===== src/hw/gqs_params.svh =====
// Constants for the pin-query and volatile-settings command block.
// Assumes 64-byte reports carried one byte per accepted transfer.
`ifndef GQS_PARAMS_SVH
`define GQS_PARAMS_SVH

// ********************************************************************
// Command codes and fixed answer bytes
// ********************************************************************
`define GQS_CMD_QUERY     8'h51
`define GQS_CMD_SETTINGS  8'h60
`define GQS_ANS_SUCCESS   8'h00
`define GQS_MARK_VALUE    8'hEE
`define GQS_MARK_DIR      8'hEF
`define GQS_FILL          8'h00

// ********************************************************************
// Report layout
// ********************************************************************
`define GQS_LAST_IDX      6'h3F
`define GQS_IDX_CMD       6'h00
`define GQS_IDX_STATUS    6'h01
`define GQS_IDX_PIN_FIRST 6'h02
`define GQS_IDX_PIN_LAST  6'h09
`define GQS_IDX_CLK       6'h02
`define GQS_IDX_DACREF    6'h03
`define GQS_IDX_DACVAL    6'h04
`define GQS_LOAD_BIT      7

// ********************************************************************
// Power-up values of the working settings
// ********************************************************************
`define GQS_RST_DUTY      2'h2
`define GQS_RST_DIV       3'h1
`define GQS_RST_VRM_LVL   2'h0
`define GQS_RST_REF_VRM   1'h0
`define GQS_RST_DAC_VAL   5'h00

`endif


===== src/hw/gqs_pkg.sv =====
// Types shared by the command block.
// Assumes nothing beyond a SystemVerilog compiler.
package gqs_pkg;

  // ******************************************************************
  // Command sequencer states, Gray along idle, receive, send
  // ******************************************************************
  typedef enum logic [1:0] {
    GQS_IDLE = 2'h0,
    GQS_RECV = 2'h1,
    GQS_SEND = 2'h3
  } gqs_state_type;

endpackage


===== src/hw/gqs_sync.sv =====
// Three-stage input synchroniser with agreement filter for pin levels.
// Assumes asynchronous pin inputs and a single clk domain.
`timescale 1ns/1ps

module gqs_sync (
  clk,
  rstn,
  pin_async,
  pin_level
);
  input  wire logic       clk;
  input  wire logic       rstn;
  input  wire logic [3:0] pin_async;
  output      logic [3:0] pin_level;

  logic [3:0] s1_ff;
  logic [3:0] s2_ff;
  logic [3:0] s3_ff;
  logic [3:0] lvl_ff;
  logic [3:0] nxt_lvl;

  // ******************************************************************
  // Per-pin stages; a change counts once stage two and three agree
  // ******************************************************************
  genvar i;
  generate
    for (i = 0; i < 4; i = i + 1) begin : g_pin
      always_comb begin
        nxt_lvl[i] = (s2_ff[i] == s3_ff[i]) ? s3_ff[i] : lvl_ff[i];
      end
      always_ff @(posedge clk or negedge rstn) begin
        if (!rstn) begin
          s1_ff[i]  <= 1'b0;
          s2_ff[i]  <= 1'b0;
          s3_ff[i]  <= 1'b0;
          lvl_ff[i] <= 1'b0;
        end else begin
          s1_ff[i]  <= pin_async[i];
          s2_ff[i]  <= s1_ff[i];
          s3_ff[i]  <= s2_ff[i];
          lvl_ff[i] <= nxt_lvl[i];
        end
      end
    end
  endgenerate

  assign pin_level = lvl_ff;

endmodule


===== src/hw/gqs_cmd.sv =====
// Command interpreter for the pin-query and volatile-settings reports.
// Assumes 64-byte reports arrive byte by byte, aligned from reset onward.
//
// Notes on behaviour
// Host starts a pin query with code 0x51 in byte zero; other bytes ignored.
// Query answer echoes 0x51, then 0x00 success; bytes ten onward are filler.
// General-purpose pins report sampled level 0 or 1 in bytes 2,4,6,8.
// Pins not in general-purpose mode report 0xEE in their value byte.
// Direction sits in bytes 3,5,7,9: 0 output, 1 input.
// Pins not in general-purpose mode report 0xEF in their direction byte.
// Settings report carries code 0x60 in byte zero; byte one ignored.
// Settings live only in working flops, restored by reset only.
// Byte two bit 7 set loads its low five bits, else kept.
// Byte two bits 4:3 give duty 0, 25, 50 or 75 percent.
// Byte two bits 2:0 give the clock divider selection on load.
// Byte three bit 7 set loads its low three bits as DAC reference.
// Reference bits 2:1: 11 4.096V, 10 2.048V, 01 1.024V, 00 off.
// Reference bit 0 picks internal reference module, else supply.
// Byte four bit 7 set loads bits 4:0 as DAC code, else kept.
// Don't-care bits of bytes two, three, four affect nothing.
// Exactly one 64-byte answer per pin query, on the same stream.
`timescale 1ns/1ps
`include "gqs_params.svh"

module gqs_cmd (
  clk,
  rstn,
  rx_valid,
  rx_ready,
  rx_data,
  tx_valid,
  tx_ready,
  tx_data,
  tx_last,
  gp_pin_async,
  gp_is_gpio,
  gp_dir_input,
  clk_out_duty,
  clk_out_div,
  dac_vrm_level,
  dac_ref_vrm,
  dac_value
);
  input  wire logic       clk;
  input  wire logic       rstn;
  input  wire logic       rx_valid;
  output      logic       rx_ready;
  input  wire logic [7:0] rx_data;
  output      logic       tx_valid;
  input  wire logic       tx_ready;
  output      logic [7:0] tx_data;
  output      logic       tx_last;
  input  wire logic [3:0] gp_pin_async;
  input  wire logic [3:0] gp_is_gpio;
  input  wire logic [3:0] gp_dir_input;
  output      logic [1:0] clk_out_duty;
  output      logic [2:0] clk_out_div;
  output      logic [1:0] dac_vrm_level;
  output      logic       dac_ref_vrm;
  output      logic [4:0] dac_value;

  gqs_pkg::gqs_state_type state_ff;
  gqs_pkg::gqs_state_type nxt_state;
  logic [5:0]             idx_ff;
  logic [5:0]             nxt_idx;
  logic [7:0]             cmd_ff;
  logic [7:0]             nxt_cmd;
  logic [7:0]             tx_data_ff;
  logic [7:0]             nxt_tx_data;
  logic [3:0]             snap_lvl_ff;
  logic [3:0]             snap_gpio_ff;
  logic [3:0]             snap_dir_ff;
  logic [3:0]             nxt_snap_lvl;
  logic [3:0]             nxt_snap_gpio;
  logic [3:0]             nxt_snap_dir;
  logic [1:0]             duty_ff;
  logic [2:0]             div_ff;
  logic [1:0]             vrm_lvl_ff;
  logic                   ref_vrm_ff;
  logic [4:0]             dac_val_ff;
  logic [1:0]             nxt_duty;
  logic [2:0]             nxt_div;
  logic [1:0]             nxt_vrm_lvl;
  logic                   nxt_ref_vrm;
  logic [4:0]             nxt_dac_val;
  logic [3:0]             pin_level;
  logic                   rx_take;
  logic                   tx_take;
  logic [7:0]             cur_cmd;

  // ******************************************************************
  // Pin level synchroniser
  // ******************************************************************
  gqs_sync u_sync (
    .clk       (clk),
    .rstn      (rstn),
    .pin_async (gp_pin_async),
    .pin_level (pin_level)
  );

  // ******************************************************************
  // Answer byte builder
  // ******************************************************************
  function automatic logic [7:0] answer_byte(
    input logic [5:0] idx,
    input logic [3:0] lvl,
    input logic [3:0] gpio,
    input logic [3:0] dir
  );
    logic [5:0] rel;
    logic [1:0] pin;
    rel = idx - `GQS_IDX_PIN_FIRST;
    pin = rel[2:1];
    if (idx == `GQS_IDX_CMD) begin
      answer_byte = `GQS_CMD_QUERY;
    end else if (idx == `GQS_IDX_STATUS) begin
      answer_byte = `GQS_ANS_SUCCESS;
    end else if (idx > `GQS_IDX_PIN_LAST) begin
      answer_byte = `GQS_FILL;
    end else if (rel[0] == 1'b0) begin
      if (gpio[pin]) begin
        answer_byte = {7'h00, lvl[pin]};
      end else begin
        answer_byte = `GQS_MARK_VALUE;
      end
    end else begin
      if (gpio[pin]) begin
        answer_byte = {7'h00, dir[pin]};
      end else begin
        answer_byte = `GQS_MARK_DIR;
      end
    end
  endfunction

  // ******************************************************************
  // Report sequencer
  // ******************************************************************
  assign rx_ready = (state_ff != gqs_pkg::GQS_SEND);
  assign tx_valid = (state_ff == gqs_pkg::GQS_SEND);
  assign tx_last  = tx_valid && (idx_ff == `GQS_LAST_IDX);
  assign rx_take  = rx_valid && rx_ready;
  assign tx_take  = tx_valid && tx_ready;
  assign cur_cmd  = (idx_ff == `GQS_IDX_CMD) ? rx_data : cmd_ff;

  always_comb begin
    nxt_state     = state_ff;
    nxt_idx       = idx_ff;
    nxt_cmd       = cmd_ff;
    nxt_tx_data   = tx_data_ff;
    nxt_snap_lvl  = snap_lvl_ff;
    nxt_snap_gpio = snap_gpio_ff;
    nxt_snap_dir  = snap_dir_ff;
    case (state_ff)
      gqs_pkg::GQS_IDLE: begin
        if (rx_take) begin
          nxt_cmd   = rx_data;
          nxt_idx   = 6'h01;
          nxt_state = gqs_pkg::GQS_RECV;
        end
      end
      gqs_pkg::GQS_RECV: begin
        if (rx_take) begin
          nxt_idx = idx_ff + 6'h01;
          if (idx_ff == `GQS_LAST_IDX) begin
            nxt_state = gqs_pkg::GQS_IDLE;
            if (cmd_ff == `GQS_CMD_QUERY) begin
              // Snapshot keeps the whole answer consistent
              nxt_snap_lvl  = pin_level;
              nxt_snap_gpio = gp_is_gpio;
              nxt_snap_dir  = gp_dir_input;
              nxt_tx_data   = `GQS_CMD_QUERY;
              nxt_state     = gqs_pkg::GQS_SEND;
            end
          end
        end
      end
      gqs_pkg::GQS_SEND: begin
        if (tx_take) begin
          nxt_idx     = idx_ff + 6'h01;
          nxt_tx_data = answer_byte(idx_ff + 6'h01, snap_lvl_ff, snap_gpio_ff,
                                    snap_dir_ff);
          if (idx_ff == `GQS_LAST_IDX) begin
            nxt_state = gqs_pkg::GQS_IDLE;
          end
        end
      end
      default: begin
        nxt_state = gqs_pkg::GQS_IDLE;
        nxt_idx   = 6'h00;
      end
    endcase
  end

  always_ff @(posedge clk or negedge rstn) begin
    if (!rstn) begin
      state_ff     <= gqs_pkg::GQS_IDLE;
      idx_ff       <= 6'h00;
      cmd_ff       <= 8'h00;
      tx_data_ff   <= 8'h00;
      snap_lvl_ff  <= 4'h0;
      snap_gpio_ff <= 4'h0;
      snap_dir_ff  <= 4'h0;
    end else begin
      state_ff     <= nxt_state;
      idx_ff       <= nxt_idx;
      cmd_ff       <= nxt_cmd;
      tx_data_ff   <= nxt_tx_data;
      snap_lvl_ff  <= nxt_snap_lvl;
      snap_gpio_ff <= nxt_snap_gpio;
      snap_dir_ff  <= nxt_snap_dir;
    end
  end

  assign tx_data = tx_data_ff;

  // ******************************************************************
  // Working settings, applied as their bytes arrive
  // ******************************************************************
  always_comb begin
    nxt_duty    = duty_ff;
    nxt_div     = div_ff;
    nxt_vrm_lvl = vrm_lvl_ff;
    nxt_ref_vrm = ref_vrm_ff;
    nxt_dac_val = dac_val_ff;
    if (rx_take && (cur_cmd == `GQS_CMD_SETTINGS)) begin
      case (idx_ff)
        `GQS_IDX_CLK: begin
          if (rx_data[`GQS_LOAD_BIT]) begin
            nxt_duty = rx_data[4:3];
            nxt_div  = rx_data[2:0];
          end
        end
        `GQS_IDX_DACREF: begin
          if (rx_data[`GQS_LOAD_BIT]) begin
            nxt_vrm_lvl = rx_data[2:1];
            nxt_ref_vrm = rx_data[0];
          end
        end
        `GQS_IDX_DACVAL: begin
          if (rx_data[`GQS_LOAD_BIT]) begin
            nxt_dac_val = rx_data[4:0];
          end
        end
        default: begin
          nxt_dac_val = dac_val_ff;
        end
      endcase
    end
  end

  // Only reset restores the power-up values
  always_ff @(posedge clk or negedge rstn) begin
    if (!rstn) begin
      duty_ff    <= `GQS_RST_DUTY;
      div_ff     <= `GQS_RST_DIV;
      vrm_lvl_ff <= `GQS_RST_VRM_LVL;
      ref_vrm_ff <= `GQS_RST_REF_VRM;
      dac_val_ff <= `GQS_RST_DAC_VAL;
    end else begin
      duty_ff    <= nxt_duty;
      div_ff     <= nxt_div;
      vrm_lvl_ff <= nxt_vrm_lvl;
      ref_vrm_ff <= nxt_ref_vrm;
      dac_val_ff <= nxt_dac_val;
    end
  end

  assign clk_out_duty  = duty_ff;
  assign clk_out_div   = div_ff;
  assign dac_vrm_level = vrm_lvl_ff;
  assign dac_ref_vrm   = ref_vrm_ff;
  assign dac_value     = dac_val_ff;

endmodule


===== config.mk =====
export PLATFORM = sky130hd
export DESIGN_NAME = gqs_cmd
export DESIGN_NICKNAME = d
export VERILOG_FILES = /design/src/hw/gqs_pkg.sv /design/src/hw/gqs_sync.sv /design/src/hw/gqs_cmd.sv
export VERILOG_INCLUDE_DIRS = /design/src /design/src/hw
export SDC_FILE = /design/constraint.sdc
export NUM_CORES = 1
export LEC_CHECK = 0
export BUFFER_PORTS_ARGS = -buffer_cell sky130_fd_sc_hd__buf_2
export CAP_MARGIN = 20
export CORE_AREA = 5 5 84 86
export CTS_CLUSTER_DIAMETER = 50
export CTS_CLUSTER_SIZE = 20
export DETAILED_ROUTE_END_ITERATION = 16
export DIE_AREA = 0 0 89 91
export PLACE_DENSITY = 0.66
export SKIP_CTS_REPAIR_TIMING = 1
export SLEW_MARGIN = 40
export SYNTH_ARGS = -nofsm -noshare
export SYNTH_HDL_FRONTEND = slang
export SYNTH_SLANG_ARGS = --single-unit
export TNS_END_PERCENT = 100

===== constraint.sdc =====
create_clock -name clk -period 2.01 [get_ports clk]
set_input_delay 0.201 -clock clk [delete_from_list [all_inputs] [get_ports clk]]
set_output_delay 0.201 -clock clk [all_outputs]
set_load 0.02 [all_outputs]

=== Word level (Yosys, flattened, before mapping) ===
Cells that the tools add are included.

* Add/subtract/negate cells: 2
* Eq/ne operators: 20
* $lt $le $gt $ge: 2
* Reduce and logical (&&, ||, !) cells: 16
* Mux-type cells: 29

{| class="wikitable"
|+ Operators by type and width
! cell !! count
|-
| $mux 8 || 11
|-
| $mux 6 || 3
|-
| $pmux 6 s3 || 1
|-
| $eq 8x7->1 const B || 2
|-
| $pmux 8 s2 || 1
|-
| $eq 6x2->1 const B || 2
|-
| $logic_not 6->1 || 2
|-
| $mux 2 || 6
|-
| $reduce_and 3->1 || 4
|-
| $ne 2x2->1 const B || 5
|-
| $reduce_and 5->1 || 2
|-
| $add 6x1->6 const B || 1
|-
| $bmux 1 s2 || 3
|-
| $eq 6x1->1 const B || 1
|-
| $eq 6x3->1 const B || 1
|-
| $eq 6x6->1 const B || 1
|-
| $gt 6x4->1 const B || 1
|-
| $pmux 2 s3 || 1
|-
| $eq 1x1->1 || 4
|-
| $logic_and 1x1->1 || 4
|-
| $ne 2x1->1 const B || 2
|-
| $reduce_and 4->1 || 1
|-
| $lt 2x3->1 const B || 1
|-
| $mux 1 || 3
|-
| 6 further kinds || 6
|}

* Bits in registers: 65
* Input port bits: 24

=== Logic depth before layout (Yosys ltp) ===
Gate-level depths: netlist of run 1.

* Depth after elaboration: 11
* Depth in mapped cells: 7

=== Cells and area by module ===
From an unflattened synthesis of run 1, not the netlist that was laid out.

* Cells, all modules: 212
* Area total of the unflattened synthesis: 2692.6 µm²

{| class="wikitable"
|+ Modules (own cells, without submodules)
! module !! area an instance (µm²) !! seq. area each (µm²) !! cells an instance !! times used
|-
| gqs_cmd || 2247.2 || 1128.6 || 192 || 1
|-
| gqs_sync || 445.4 || 400.4 || 20 || 1
|}

=== Least setup slack after synthesis of run 1 ===
OpenSTA, ideal clock, no wires.

* Path type: flip-flop to flip-flop
* Start: reg idx_ff[0]
* End: reg tx_data_ff[5], in the netlist tx_data[5]
* Arrival time: 1.853 ns
* Buffers on the path: 0
* Cell stages (with the launch flop): 8
* Required time: 1.928 ns
* Path slack: 0.075 ns
* Period minus slack after synthesis: 1.935 ns
* Path through: dfrtp_1 inv_1 ha_1 nand2b_1 and3b_1 a31oi_1 or4_1 o22ai_1

* Cells in the longest elaborated chain, start to end: 11
* Elaborated cells between the ends (all ways): 18
* Those cells by class: add/sub: 2; order compare: 1; eq/ne: 3; mux: 10; reduce/logical: 2

{| class="wikitable"
|+ RTL lines
! what !! RTL line !! source
|-
| start, declared || gqs_cmd.sv:64 || <nowiki>logic [5:0] idx_ff;</nowiki>
|-
| start signal, assigned || gqs_cmd.sv:205 || <nowiki>idx_ff <= nxt_idx;</nowiki>
|-
| $add 6x1->6 || gqs_cmd.sv:180 || <nowiki>nxt_tx_data = answer_byte(idx_ff + 6'h01, snap_lvl_ff, snap_gpio_ff,</nowiki>
|-
| $sub 3x2->3 (no source line) || -- ||
|-
| $bmux 1 s2 || gqs_cmd.sv:121, gqs_cmd.sv:127 ||
|-
| $mux 1 (not written as such) || gqs_cmd.sv:121, gqs_cmd.sv:127 ||
|-
| $mux 8 (on tied branches) || gqs_cmd.sv:121, gqs_cmd.sv:127 ||
|-
| $mux 8 || gqs_cmd.sv:120 || <nowiki>end else if (rel[0] == 1'b0) begin</nowiki>
|-
| $mux 8 || gqs_cmd.sv:118 || <nowiki>end else if (idx > `GQS_IDX_PIN_LAST) begin</nowiki>
|-
| $mux 8 || gqs_cmd.sv:116 || <nowiki>end else if (idx == `GQS_IDX_STATUS) begin</nowiki>
|-
| $mux 8 || gqs_cmd.sv:114 || <nowiki>if (idx == `GQS_IDX_CMD) begin</nowiki>
|-
| $mux 8 || gqs_cmd.sv:178 || <nowiki>if (tx_take) begin</nowiki>
|-
| $pmux 8 s2 || gqs_cmd.sv:153 || <nowiki>case (state_ff)</nowiki>
|-
| end signal, assigned || gqs_cmd.sv:207 || <nowiki>tx_data_ff <= nxt_tx_data;</nowiki>
|-
| end, declared || gqs_cmd.sv:68 || <nowiki>logic [7:0] tx_data_ff;</nowiki>
|}

Several ways; a longest one is shown, not always the timed one. The select of a mux whose other input is x is not followed.
A chain may end at the register's enable or synchronous reset.

=== Final worst setup path of run 1 ===
Same ends and word-level chain as after synthesis.

==> results of run 1 <==
[layout make-up]
type | instances | share of cell area, %
Tap cell | 77 | 2.85
Sequential cell | 61 | 45.3
Timing Repair Buffer | 71 | 13.4
Inverter | 7 | 0.778
Multi-Input combinational cell | 139 | 32.4
Clock inverter | 5 | 1.11
Clock buffer | 11 | 4.19
[placed cells by master (no fill, tap or decap), types with 7 or more instances in the layout]
| cell | synthesis | final |
|---|---|---|
| sky130_fd_sc_hd__buf_2 | 3 | 47 |
| sky130_fd_sc_hd__buf_4 | 4 | 17 |
| sky130_fd_sc_hd__clkbuf_8 | 0 | 10 |
| sky130_fd_sc_hd__dfrtp_1 | 59 | 59 |
| sky130_fd_sc_hd__inv_1 | 7 | 7 |
| sky130_fd_sc_hd__mux2_2 | 31 | 31 |
| sky130_fd_sc_hd__nand2_1 | 15 | 15 |
| sky130_fd_sc_hd__nand3_1 | 8 | 8 |
| sky130_fd_sc_hd__nor2_1 | 7 | 7 |
| sky130_fd_sc_hd__o21ai_0 | 11 | 11 |
[per-layer routing]
metal | share of wire, % | up-vias | GRT usage, %
li1 | - | 926 | -
met1 | 46 | 931 | 20.8
met2 | 46 | 45 | 20.1
met3 | 6.8 | 5 | 6.15
met4 | 1.1 | 0 | 5.96
met5 | 0 | - | 0
[cells by family (layout without fill, tap and decap cells)]
family / after synthesis / count (layout) / share of synthesized area (%)
adders and majority gates: 7 / 7 / 2.88
and+or+nand+nor: 61 / 61 / 13.5
muxes: 33 / 33 / 13.7
buffers and inverters: 18 / 94 / 3.77
DFF: 61 / 61 / 56.8
AOI/OAI and AO/OA: 36 / 36 / 8.69
xor gates and xnor gates: 2 / 2 / 0.651
[worst max-delay path by stage]
stage                             end  slack (ns)  cells past startpoint
2_1_floorplan  tx_data[5]$_DFFE_PN0P_        0.07                      7
3_3_place_gp   tx_data[5]$_DFFE_PN0P_        0.09                      7
3_5_place_dp   tx_data[5]$_DFFE_PN0P_        0.04                      7
4_1_cts        tx_data[5]$_DFFE_PN0P_        0.02                      7
5_1_grt        tx_data[6]$_DFFE_PN0P_     -0.0002                      7
6_report       tx_data[5]$_DFFE_PN0P_        0.08                      6
[power groups by stage]
stage | registers (mW) | clock network (mW) | logic [mW]
final | 1.40 | 0.965 | 0.828
after global routing | 1.42 | 1.06 | 0.915
after CTS | 1.40 | 0.996 | 0.759
after detailed placement | 1.43 | 0 | 0.756
after global placement | 1.43 | 0 | 0.738
after floorplan | 1.41 | 0 | 0.499
[stage by stage]
stage | power (mW) | hold WS (ns) | TNS (ns) | std cells | worst slack (ns)
after CTS | 3.16 | -0.131 | 0 | 365 | 0.0213
final | 3.20 | 0.0860 | 0 | 371 | 0.0844
after global routing | 3.40 | 0.0722 | -0.000213 | 371 | -0.000213
after detailed placement | 2.18 | 0.247 | 0 | 349 | 0.0427
after global placement | 2.16 | 0.246 | 0 | 349 | 0.0860
after floorplan | 1.91 | -0.0946 | 0 | 218 | 0.0749
[flip-flops by register name (all words and copies together), names as in the netlist]
name / cells
snap_dir_ff: 4
u_sync.s3_ff: 4
u_sync.s2_ff: 4
u_sync.s1_ff: 4
clk_out_div: 3
state_ff: 2
snap_gpio_ff: 4
snap_lvl_ff: 4
tx_data: 4
dac_value: 5
cmd_ff: 8
dac_ref_vrm: 1
dac_vrm_level: 2
u_sync.pin_level: 4
clk_out_duty: 2
idx_ff: 6
==> flow_summary.ini, run 1 <==
[status]
outcome = completed

[drt]
detail_route.wl_per_cell_um = 14.5
ant_nets = 0
remaining_drc_errors = 0
tritonroute_pass_1_iters = 4
detail_route.vias_per_cell = 5.14
routed_wirelength_um = 5390
drt_iter0_markers = 108
dr_total_vias = 1907

[sta]
final-hold-violation-count = 0
fin_crit_sh_pct = 95.8
finalSetupViolCount = 0
worst_slew_margin_rel_pct = 60.8
worstMarginPinSlew_ns = 0.589
report.final.slew_viol_count = 0
skew_ns = 0.00994
layout_min_cycle_time_ns = 1.93
fmax_mhz = 519

[worst_hold_path]
type_of_the_tightest_min_delay_check = in2reg
worstHoldEndpoint = snap_gpio_ff[3]$_DFFE_PN0P_
min_path_cells = 2
hold_path.startpoint = gp_is_gpio[3]

[die]
chipHeight_um = 91
initial_core_util_pct = 43.4
placement_rows = 29
die_width_um = 89
io-pin-count = 48
core_mm2 = 0.00620
floorplan.die_area_mm2 = 0.00810

[setup_path]
worstPathBufferInverterCount = 0
startpoint = idx_ff[0]$_DFFE_PN0P_
timing.critical_path.to_type = register
endpoint_of_the_worst_slack_reg_to_reg_timing_path = tx_data[5]$_DFFE_PN0P_
worst_path_max_delay_cell = sky130_fd_sc_hd__or4_4
rr_worst_depth = 6
cp.arrival_ns = 2.18
path_max_fanout = 4
required_ns = 2.27
timing.setup.critical_path_class = reg2reg
timing.critical_path.slowest_cell_delay_ns = 0.57
critical_path.top_delay_family = simple AND/OR/NAND/NOR gates
worst_r2r_startpoint = idx_ff[0]$_DFFE_PN0P_
worst_setup_path_start_kind = register
reg2reg_slack_ns = 0.08
crit_path_cells = ha_1, xor2_1, and3b_1, a31oi_1, or4_4, o22ai_2

[cells_and_area]
synthToLayoutAreaGrowth_pct = 25.5
layout.core_utilization_pct = 54.4
share_of_post_route_cells_with_drive_strength_above_1_pct = 41.8
antennaDiodeCount = 0
area.sequential_mm2 = 0.00153
design_area_mm2 = 0.00338
layout.filler_cells = 541
count_of_nets_after_finishing = 316
multi_input_comb_area_mm2 = 0.00109

[yosys]
postSynth.asyncResetShare_pct = 100
postSynth.topFlopCell = sky130_fd_sc_hd__dfrtp_1
yosys-top-cells-area = sky130_fd_sc_hd__dfrtp_1, sky130_fd_sc_hd__mux2_2, sky130_fd_sc_hd__nand2_1, sky130_fd_sc_hd__o21ai_0, sky130_fd_sc_hd__dfstp_2
number_of_cells_produced_by_synthesis = 218
synth-seq-area-share_pct = 56.8
synth_warnings = 0
syn_avg_cell_area_um2 = 12.3
post-synth-top-area-cell = sky130_fd_sc_hd__dfrtp_1
synth.net_count = 245
syn-cell-area_mm2 = 0.00269
yosys.cell_types.count = 47
post-synth-top-area-fraction_pct = 54.9
yosys_register_bits = 61
synth_most_common_cell = sky130_fd_sc_hd__dfrtp_1
synth_enable_flop_cells = 0
ys_top_cells_by_count = sky130_fd_sc_hd__dfrtp_1, sky130_fd_sc_hd__mux2_2, sky130_fd_sc_hd__nand2_1

[job]
drv.max_cap_violation_count = 0

[grt]
number_of_antenna_violations_at_the_first_check_in_global_routing = 0
number_of_global_route_vias_before_repair = 1931
grt_use_total_pct = 14.8
grt_first_pass_wirelength_um = 9230
congestion_overflow_gr = 0
maximum_number_of_pins_on_one_net_before_global_route_repair = 37

[pwr]
power-per-cell-area_mw_per_mm2 = 947
sw_share_pct = 30.4
pwr-share-seq_pct = 43.9
intPower_mw = 2.23
power_frac_clock_pct = 30.2
power.share.combinational_pct = 25.9
p_leak_nw = 1.64
peakVddDrop_uv = 590
p_switching_mw = 0.971

[placement]
detailed_place.area_mm2 = 0.00311
gp_routability_congestion = 0.845
place.detailed.hpwl_um = 3960
placement.io_buffers = 47

[clock_network]
clock_tree.htree_level_count = 3
root_driver = sky130_fd_sc_hd__clkbuf_8
cts.clk_slew.worst_paths_ns = 0.07
clkLatencyLatePin_ns = 0.34
max-clock-path-buffers = 2
tritoncts = yes
numCtsBuffers = 9
cts_sinks = 61
Power figures use the tool's default switching activity.
==> run 2: changes to the inputs <==
--- a/config.mk
+++ b/config.mk
@@ -8,13 +8,14 @@
 export LEC_CHECK = 0
 export BUFFER_PORTS_ARGS = -buffer_cell sky130_fd_sc_hd__buf_2
 export CAP_MARGIN = 20
-export CORE_AREA = 5 5 84 86
+export CORE_AREA = 2 2 81 83
 export CTS_CLUSTER_DIAMETER = 50
 export CTS_CLUSTER_SIZE = 20
 export DETAILED_ROUTE_END_ITERATION = 16
-export DIE_AREA = 0 0 89 91
+export DIE_AREA = 0 0 83 85
 export PLACE_DENSITY = 0.66
 export SKIP_CTS_REPAIR_TIMING = 1
+export SKIP_LAST_GASP = 1
 export SLEW_MARGIN = 40
 export SYNTH_ARGS = -nofsm -noshare
 export SYNTH_HDL_FRONTEND = slang
==> flow_summary.ini, run 2 (synthesized netlist as in run 1, its figures left out) <==
[worst_hold_path]
type_of_the_tightest_min_delay_check = in2reg
hold_path.startpoint = gp_is_gpio[0]
worstHoldEndpoint = snap_gpio_ff[0]$_DFFE_PN0P_
min_path_cells = 2

[grt]
congestion_overflow_gr = 0
number_of_antenna_violations_at_the_first_check_in_global_routing = 0
grt_first_pass_wirelength_um = 9170
number_of_global_route_vias_before_repair = 1972
grt_use_total_pct = 16.5
maximum_number_of_pins_on_one_net_before_global_route_repair = 38

[pwr]
intPower_mw = 2.17
power.share.combinational_pct = 24.5
design_power_total_mw = 3.12
pwr-share-seq_pct = 46.0
sw_share_pct = 30.6
p_switching_mw = 0.953
peakVddDrop_uv = 542
power_frac_clock_pct = 29.5
p_leak_nw = 1.63
power-per-cell-area_mw_per_mm2 = 925

[clock_network]
clock_tree.htree_level_count = 3
numCtsBuffers = 9
cts.clk_slew.worst_paths_ns = 0.07
tritoncts = yes
cts_sinks = 61
max-clock-path-buffers = 2
root_driver = sky130_fd_sc_hd__clkbuf_8
clkLatencyLatePin_ns = 0.34

[die]
die_width_um = 83
io-pin-count = 48
core_mm2 = 0.00620
placement_rows = 29
chipHeight_um = 85
initial_core_util_pct = 43.4
floorplan.die_area_mm2 = 0.00706

[placement]
place.detailed.instances = 348
place.detailed.hpwl_um = 3760
placement.io_buffers = 47
gp_routability_congestion = 0.822
detailed_place.area_mm2 = 0.00310

[drt]
detail_route.vias_per_cell = 5.24
m1WireLength_um = 2350
routed_wirelength_um = 5260
top_layer_used = met4
wire_length_on_met2_um = 2500
dr_total_vias = 1944
ant_nets = 0
detail_route.wl_per_cell_um = 14.2
tritonroute_pass_1_iters = 4
drt_iter0_markers = 85
remaining_drc_errors = 0
met3_wirelength_um = 361

[sta]
report.final.slew_viol_count = 0
layout_min_cycle_time_ns = 1.90
worstMarginPinSlew_ns = 0.585
final-hold-violation-count = 0
fmax_mhz = 526
worst_slew_margin_rel_pct = 61.0
setup_total_negative_slack_ns = 0
skew_ns = 0.00848
finalSetupViolCount = 0
fin_crit_sh_pct = 94.5

[cells_and_area]
most-common-layout-cells = sky130_fd_sc_hd__dfrtp_1, sky130_fd_sc_hd__buf_2, sky130_fd_sc_hd__mux2_2
count_of_nets_after_finishing = 316
layout.filler_cells = 553
final_instance_count_without_filler_cells = 371
registers.top_by_ff_count = cmd_ff
area.sequential_mm2 = 0.00153
synthToLayoutAreaGrowth_pct = 25.2
antennaDiodeCount = 0
final_common_cell = sky130_fd_sc_hd__dfrtp_1
multi_input_comb_area_mm2 = 0.00109
largest_register_ffs = 8
design_area_mm2 = 0.00337
share_of_post_route_cells_with_drive_strength_above_1_pct = 42.5

[setup_path]
timing.critical_path.to_type = output pin
cp.arrival_ns = 1.70
required_ns = 1.81
rr_worst_depth = 7
endpoint_of_the_worst_slack_reg_to_reg_timing_path = tx_data[5]$_DFFE_PN0P_
worst_setup_path_start_kind = register
worst_r2r_startpoint = idx_ff[0]$_DFFE_PN0P_
path_max_fanout = 5
timing.setup.critical_path_class = reg2out
reg2reg_slack_ns = 0.14

[status]
outcome = completed

[job]
drv.max_cap_violation_count = 0
-- run 2: how the worst max path moves through the flow --
stage,from,endpoint,slack (ns),cells past startpoint
2_1_floorplan,idx_ff[0]$_DFFE_PN0P_,tx_data[5]$_DFFE_PN0P_,0.07,7
6_report,idx_ff[0]$_DFFE_PN0P_,tx_last,0.11,6
5_1_grt,idx_ff[0]$_DFFE_PN0P_,tx_last,-0.0009,6
4_1_cts,idx_ff[0]$_DFFE_PN0P_,tx_last,-0.009,6
3_5_place_dp,idx_ff[0]$_DFFE_PN0P_,tx_data[5]$_DFFE_PN0P_,0.06,7
3_3_place_gp,idx_ff[0]$_DFFE_PN0P_,tx_data[5]$_DFFE_PN0P_,0.11,7
-- run 2: routing by layer --
layer / up-vias / GRT usage [%]
li1: 929 / -
met1: 962 / 21.0
met2: 49 / 25.3
met3: 4 / 7.30
met4: 0 / 5.96
met5: - / 0
-- run 2: final cells by class --
type / instances / share of cell area, %
Sequential cell: 61 / 45.5
Multi-Input combinational cell: 139 / 32.4
Timing Repair Buffer: 71 / 13.5
Clock buffer: 10 / 3.79
Tap cell: 77 / 2.86
Clock inverter: 6 / 1.19
Inverter: 7 / 0.780
-- run 2: metrics by stage --
step	hold WS [ns]	utilization (%)	setup slack (ns)
3_3_place_gp	0.225	50.0	0.108
4_1_cts	-0.140	52.7	-0.00929
6_report	0.0909	54.3	0.110
3_5_place_dp	0.236	50.0	0.0610
5_1_grt	0.0728	54.3	-0.000883
2_1_floorplan	-0.0946	-	0.0749
-- run 2: power by group through the flow --
stage / Clock (mW) / Sequential, mW / Combinational [mW]
after CTS: 0.960 / 1.42 / 0.721
after global placement: 0 / 1.44 / 0.705
after floorplan: 0 / 1.41 / 0.499
after detailed placement: 0 / 1.44 / 0.718
after global routing: 1.03 / 1.45 / 0.857
final: 0.921 / 1.43 / 0.763
-- run 2: critical path, stage by stage (launching register included) --
cell and delay, ns:
sky130_fd_sc_hd__dfrtp_2 0.43, sky130_fd_sc_hd__ha_4 0.16, sky130_fd_sc_hd__and4_1 0.21, sky130_fd_sc_hd__nand2_1 0.11
sky130_fd_sc_hd__buf_4 0.16, sky130_fd_sc_hd__nor2_1 0.13, sky130_fd_sc_hd__buf_4 0.16
==> run 3: changes to the inputs <==
--- a/config.mk
+++ b/config.mk
@@ -14,6 +14,7 @@
 export DETAILED_ROUTE_END_ITERATION = 16
 export DIE_AREA = 0 0 83 85
 export PLACE_DENSITY = 0.66
+export REMOVE_ABC_BUFFERS = 1
 export SKIP_CTS_REPAIR_TIMING = 1
 export SKIP_LAST_GASP = 1
 export SLEW_MARGIN = 40
==> flow_summary.ini, run 3 (synthesized netlist as in run 1, its figures left out) <==
[status]
outcome = completed

[pwr]
peakVddDrop_uv = 628
p_leak_nw = 1.65
power-per-cell-area_mw_per_mm2 = 1000
design_power_total_mw = 3.38

[sta]
worst_slew_margin_rel_pct = 70.4
worstMarginPinSlew_ns = 0.438
fin_crit_sh_pct = 96.3
finalWorstSetupSlack_ns = 0.0751
skew_ns = 0.00872
report.final.slew_viol_count = 0
layout_min_cycle_time_ns = 1.93
setup_total_negative_slack_ns = 0
finalSetupViolCount = 0
fmax_mhz = 517
final-hold-violation-count = 0

[cells_and_area]
largest_register_ffs = 8
final_common_cell = sky130_fd_sc_hd__dfrtp_1
antennaDiodeCount = 0
count_of_nets_after_finishing = 314
layout.filler_cells = 537
share_of_post_route_cells_with_drive_strength_above_1_pct = 41.1
synthToLayoutAreaGrowth_pct = 25.6
registers.top_by_ff_count = cmd_ff
design_area_mm2 = 0.00338
final_instance_count_without_filler_cells = 369
most-common-layout-cells = sky130_fd_sc_hd__dfrtp_1, sky130_fd_sc_hd__buf_2, sky130_fd_sc_hd__mux2_2

[setup_path]
cp.arrival_ns = 2.20
timing.critical_path.to_type = register
worst_setup_path_start_kind = register
timing.setup.critical_path_class = reg2reg
path_max_fanout = 4
required_ns = 2.27
reg2reg_slack_ns = 0.08

[grt]
grt_use_total_pct = 16.7
congestion_overflow_gr = 0
grt_first_pass_wirelength_um = 9370
number_of_antenna_violations_at_the_first_check_in_global_routing = 0
number_of_global_route_vias_before_repair = 1971
maximum_number_of_pins_on_one_net_before_global_route_repair = 26

[die]
chipHeight_um = 85
io-pin-count = 48
placement_rows = 29
floorplan.die_area_mm2 = 0.00706
initial_core_util_pct = 43.4
die_width_um = 83
core_mm2 = 0.00620

[clock_network]
clock_tree.htree_level_count = 3
cts_sinks = 61
clkLatencyLatePin_ns = 0.34
numCtsBuffers = 9
max-clock-path-buffers = 2
tritoncts = yes
cts.clk_slew.worst_paths_ns = 0.07
root_driver = sky130_fd_sc_hd__clkbuf_8

[placement]
placement_stage_worst_setup_slack_ns = 0.0707
place.detailed.hpwl_um = 3820
gp_routability_congestion = 0.793
placement.io_buffers = 47
place.detailed.instances = 347
detailed_place.area_mm2 = 0.00308

[drt]
routed_wirelength_um = 5390
dr_total_vias = 1936
ant_nets = 0
detail_route.vias_per_cell = 5.25
tritonroute_pass_1_iters = 4
remaining_drc_errors = 0
detail_route.wl_per_cell_um = 14.6
drt_iter0_markers = 72

[job]
drv.max_cap_violation_count = 0

[worst_hold_path]
type_of_the_tightest_min_delay_check = in2reg
## run 3: changes by cell type in the layout (fill, tap and decap cells not counted), moves of 2 or more
cell and delta:
sky130_fd_sc_hd__buf_4 -2, sky130_fd_sc_hd__bufinv_16 +2, sky130_fd_sc_hd__clkinv_2 -2, sky130_fd_sc_hd__clkinv_4 -2, sky130_fd_sc_hd__dfrtp_1 +3, sky130_fd_sc_hd__dfrtp_2 -3, sky130_fd_sc_hd__ha_4 -2
## run 3: worst paths after layout
| path | start | to | cells after the start |
|---|---|---|---|
| worst max-delay path | idx_ff[0]$_DFFE_PN0P_ | tx_data[6]$_DFFE_PN0P_ | 7 |
| min in group asynchronous | rstn | u_sync.s1_ff[2]$_DFF_PN0_ | 2 |
| max in group asynchronous | rstn | u_sync.s1_ff[3]$_DFF_PN0_ | 3 |
| worst min-delay path | gp_is_gpio[1] | snap_gpio_ff[1]$_DFFE_PN0P_ | 2 |
| worst min register to register | u_sync.s1_ff[2]$_DFF_PN0_ | u_sync.s2_ff[2]$_DFF_PN0_ | 0 |
| worst max register to register | idx_ff[0]$_DFFE_PN0P_ | tx_data[6]$_DFFE_PN0P_ | 7 |
## run 3: per-stage QoR
step	util, %	hold WS, ns
floorplan	-	-0.0946
global route	54.5	0.0874
global placement	49.6	0.145
finish	54.5	0.0973
detailed placement	49.6	0.150
CTS	53.2	-0.215
## run 3: critical path, stage by stage, from the launching register on
cell and delay (ns):
sky130_fd_sc_hd__dfrtp_1 0.39, sky130_fd_sc_hd__inv_1 0.08, sky130_fd_sc_hd__ha_2 0.34, sky130_fd_sc_hd__nand2b_1 0.14, sky130_fd_sc_hd__and3b_1 0.17, sky130_fd_sc_hd__a31oi_1 0.04, sky130_fd_sc_hd__or4_4 0.55, sky130_fd_sc_hd__a21oi_1 0.15
## run 3: where the power goes
group / internal (mW) / leakage, nW / switching [mW]
registers: 1.32 / 0.766 / 0.108
clock network: 0.731 / 0.107 / 0.467
logic: 0.390 / 0.776 / 0.368
## run 3: area by class of cell
cell class                 instances  area (µm²)  share of cell area, %
sequential                        61        1530                   45.2
multi-input combinational        139        1080                   32.1
timing repair buffer              69         425                   12.6
clock buffer                      12         145                   4.29
tap                               77        96.3                   2.85
clock inverter                     4        72.6                   2.15
inverter                           7        26.3                  0.777
## run 3: metal layers
layer	GRT usage, %	part of all wire (%)	vias to the layer above
met5	0	0	-
met4	4.92	0.96	0
met3	6.23	6.1	6
met2	27.3	48	52
met1	20.9	45	956
li1	-	-	922
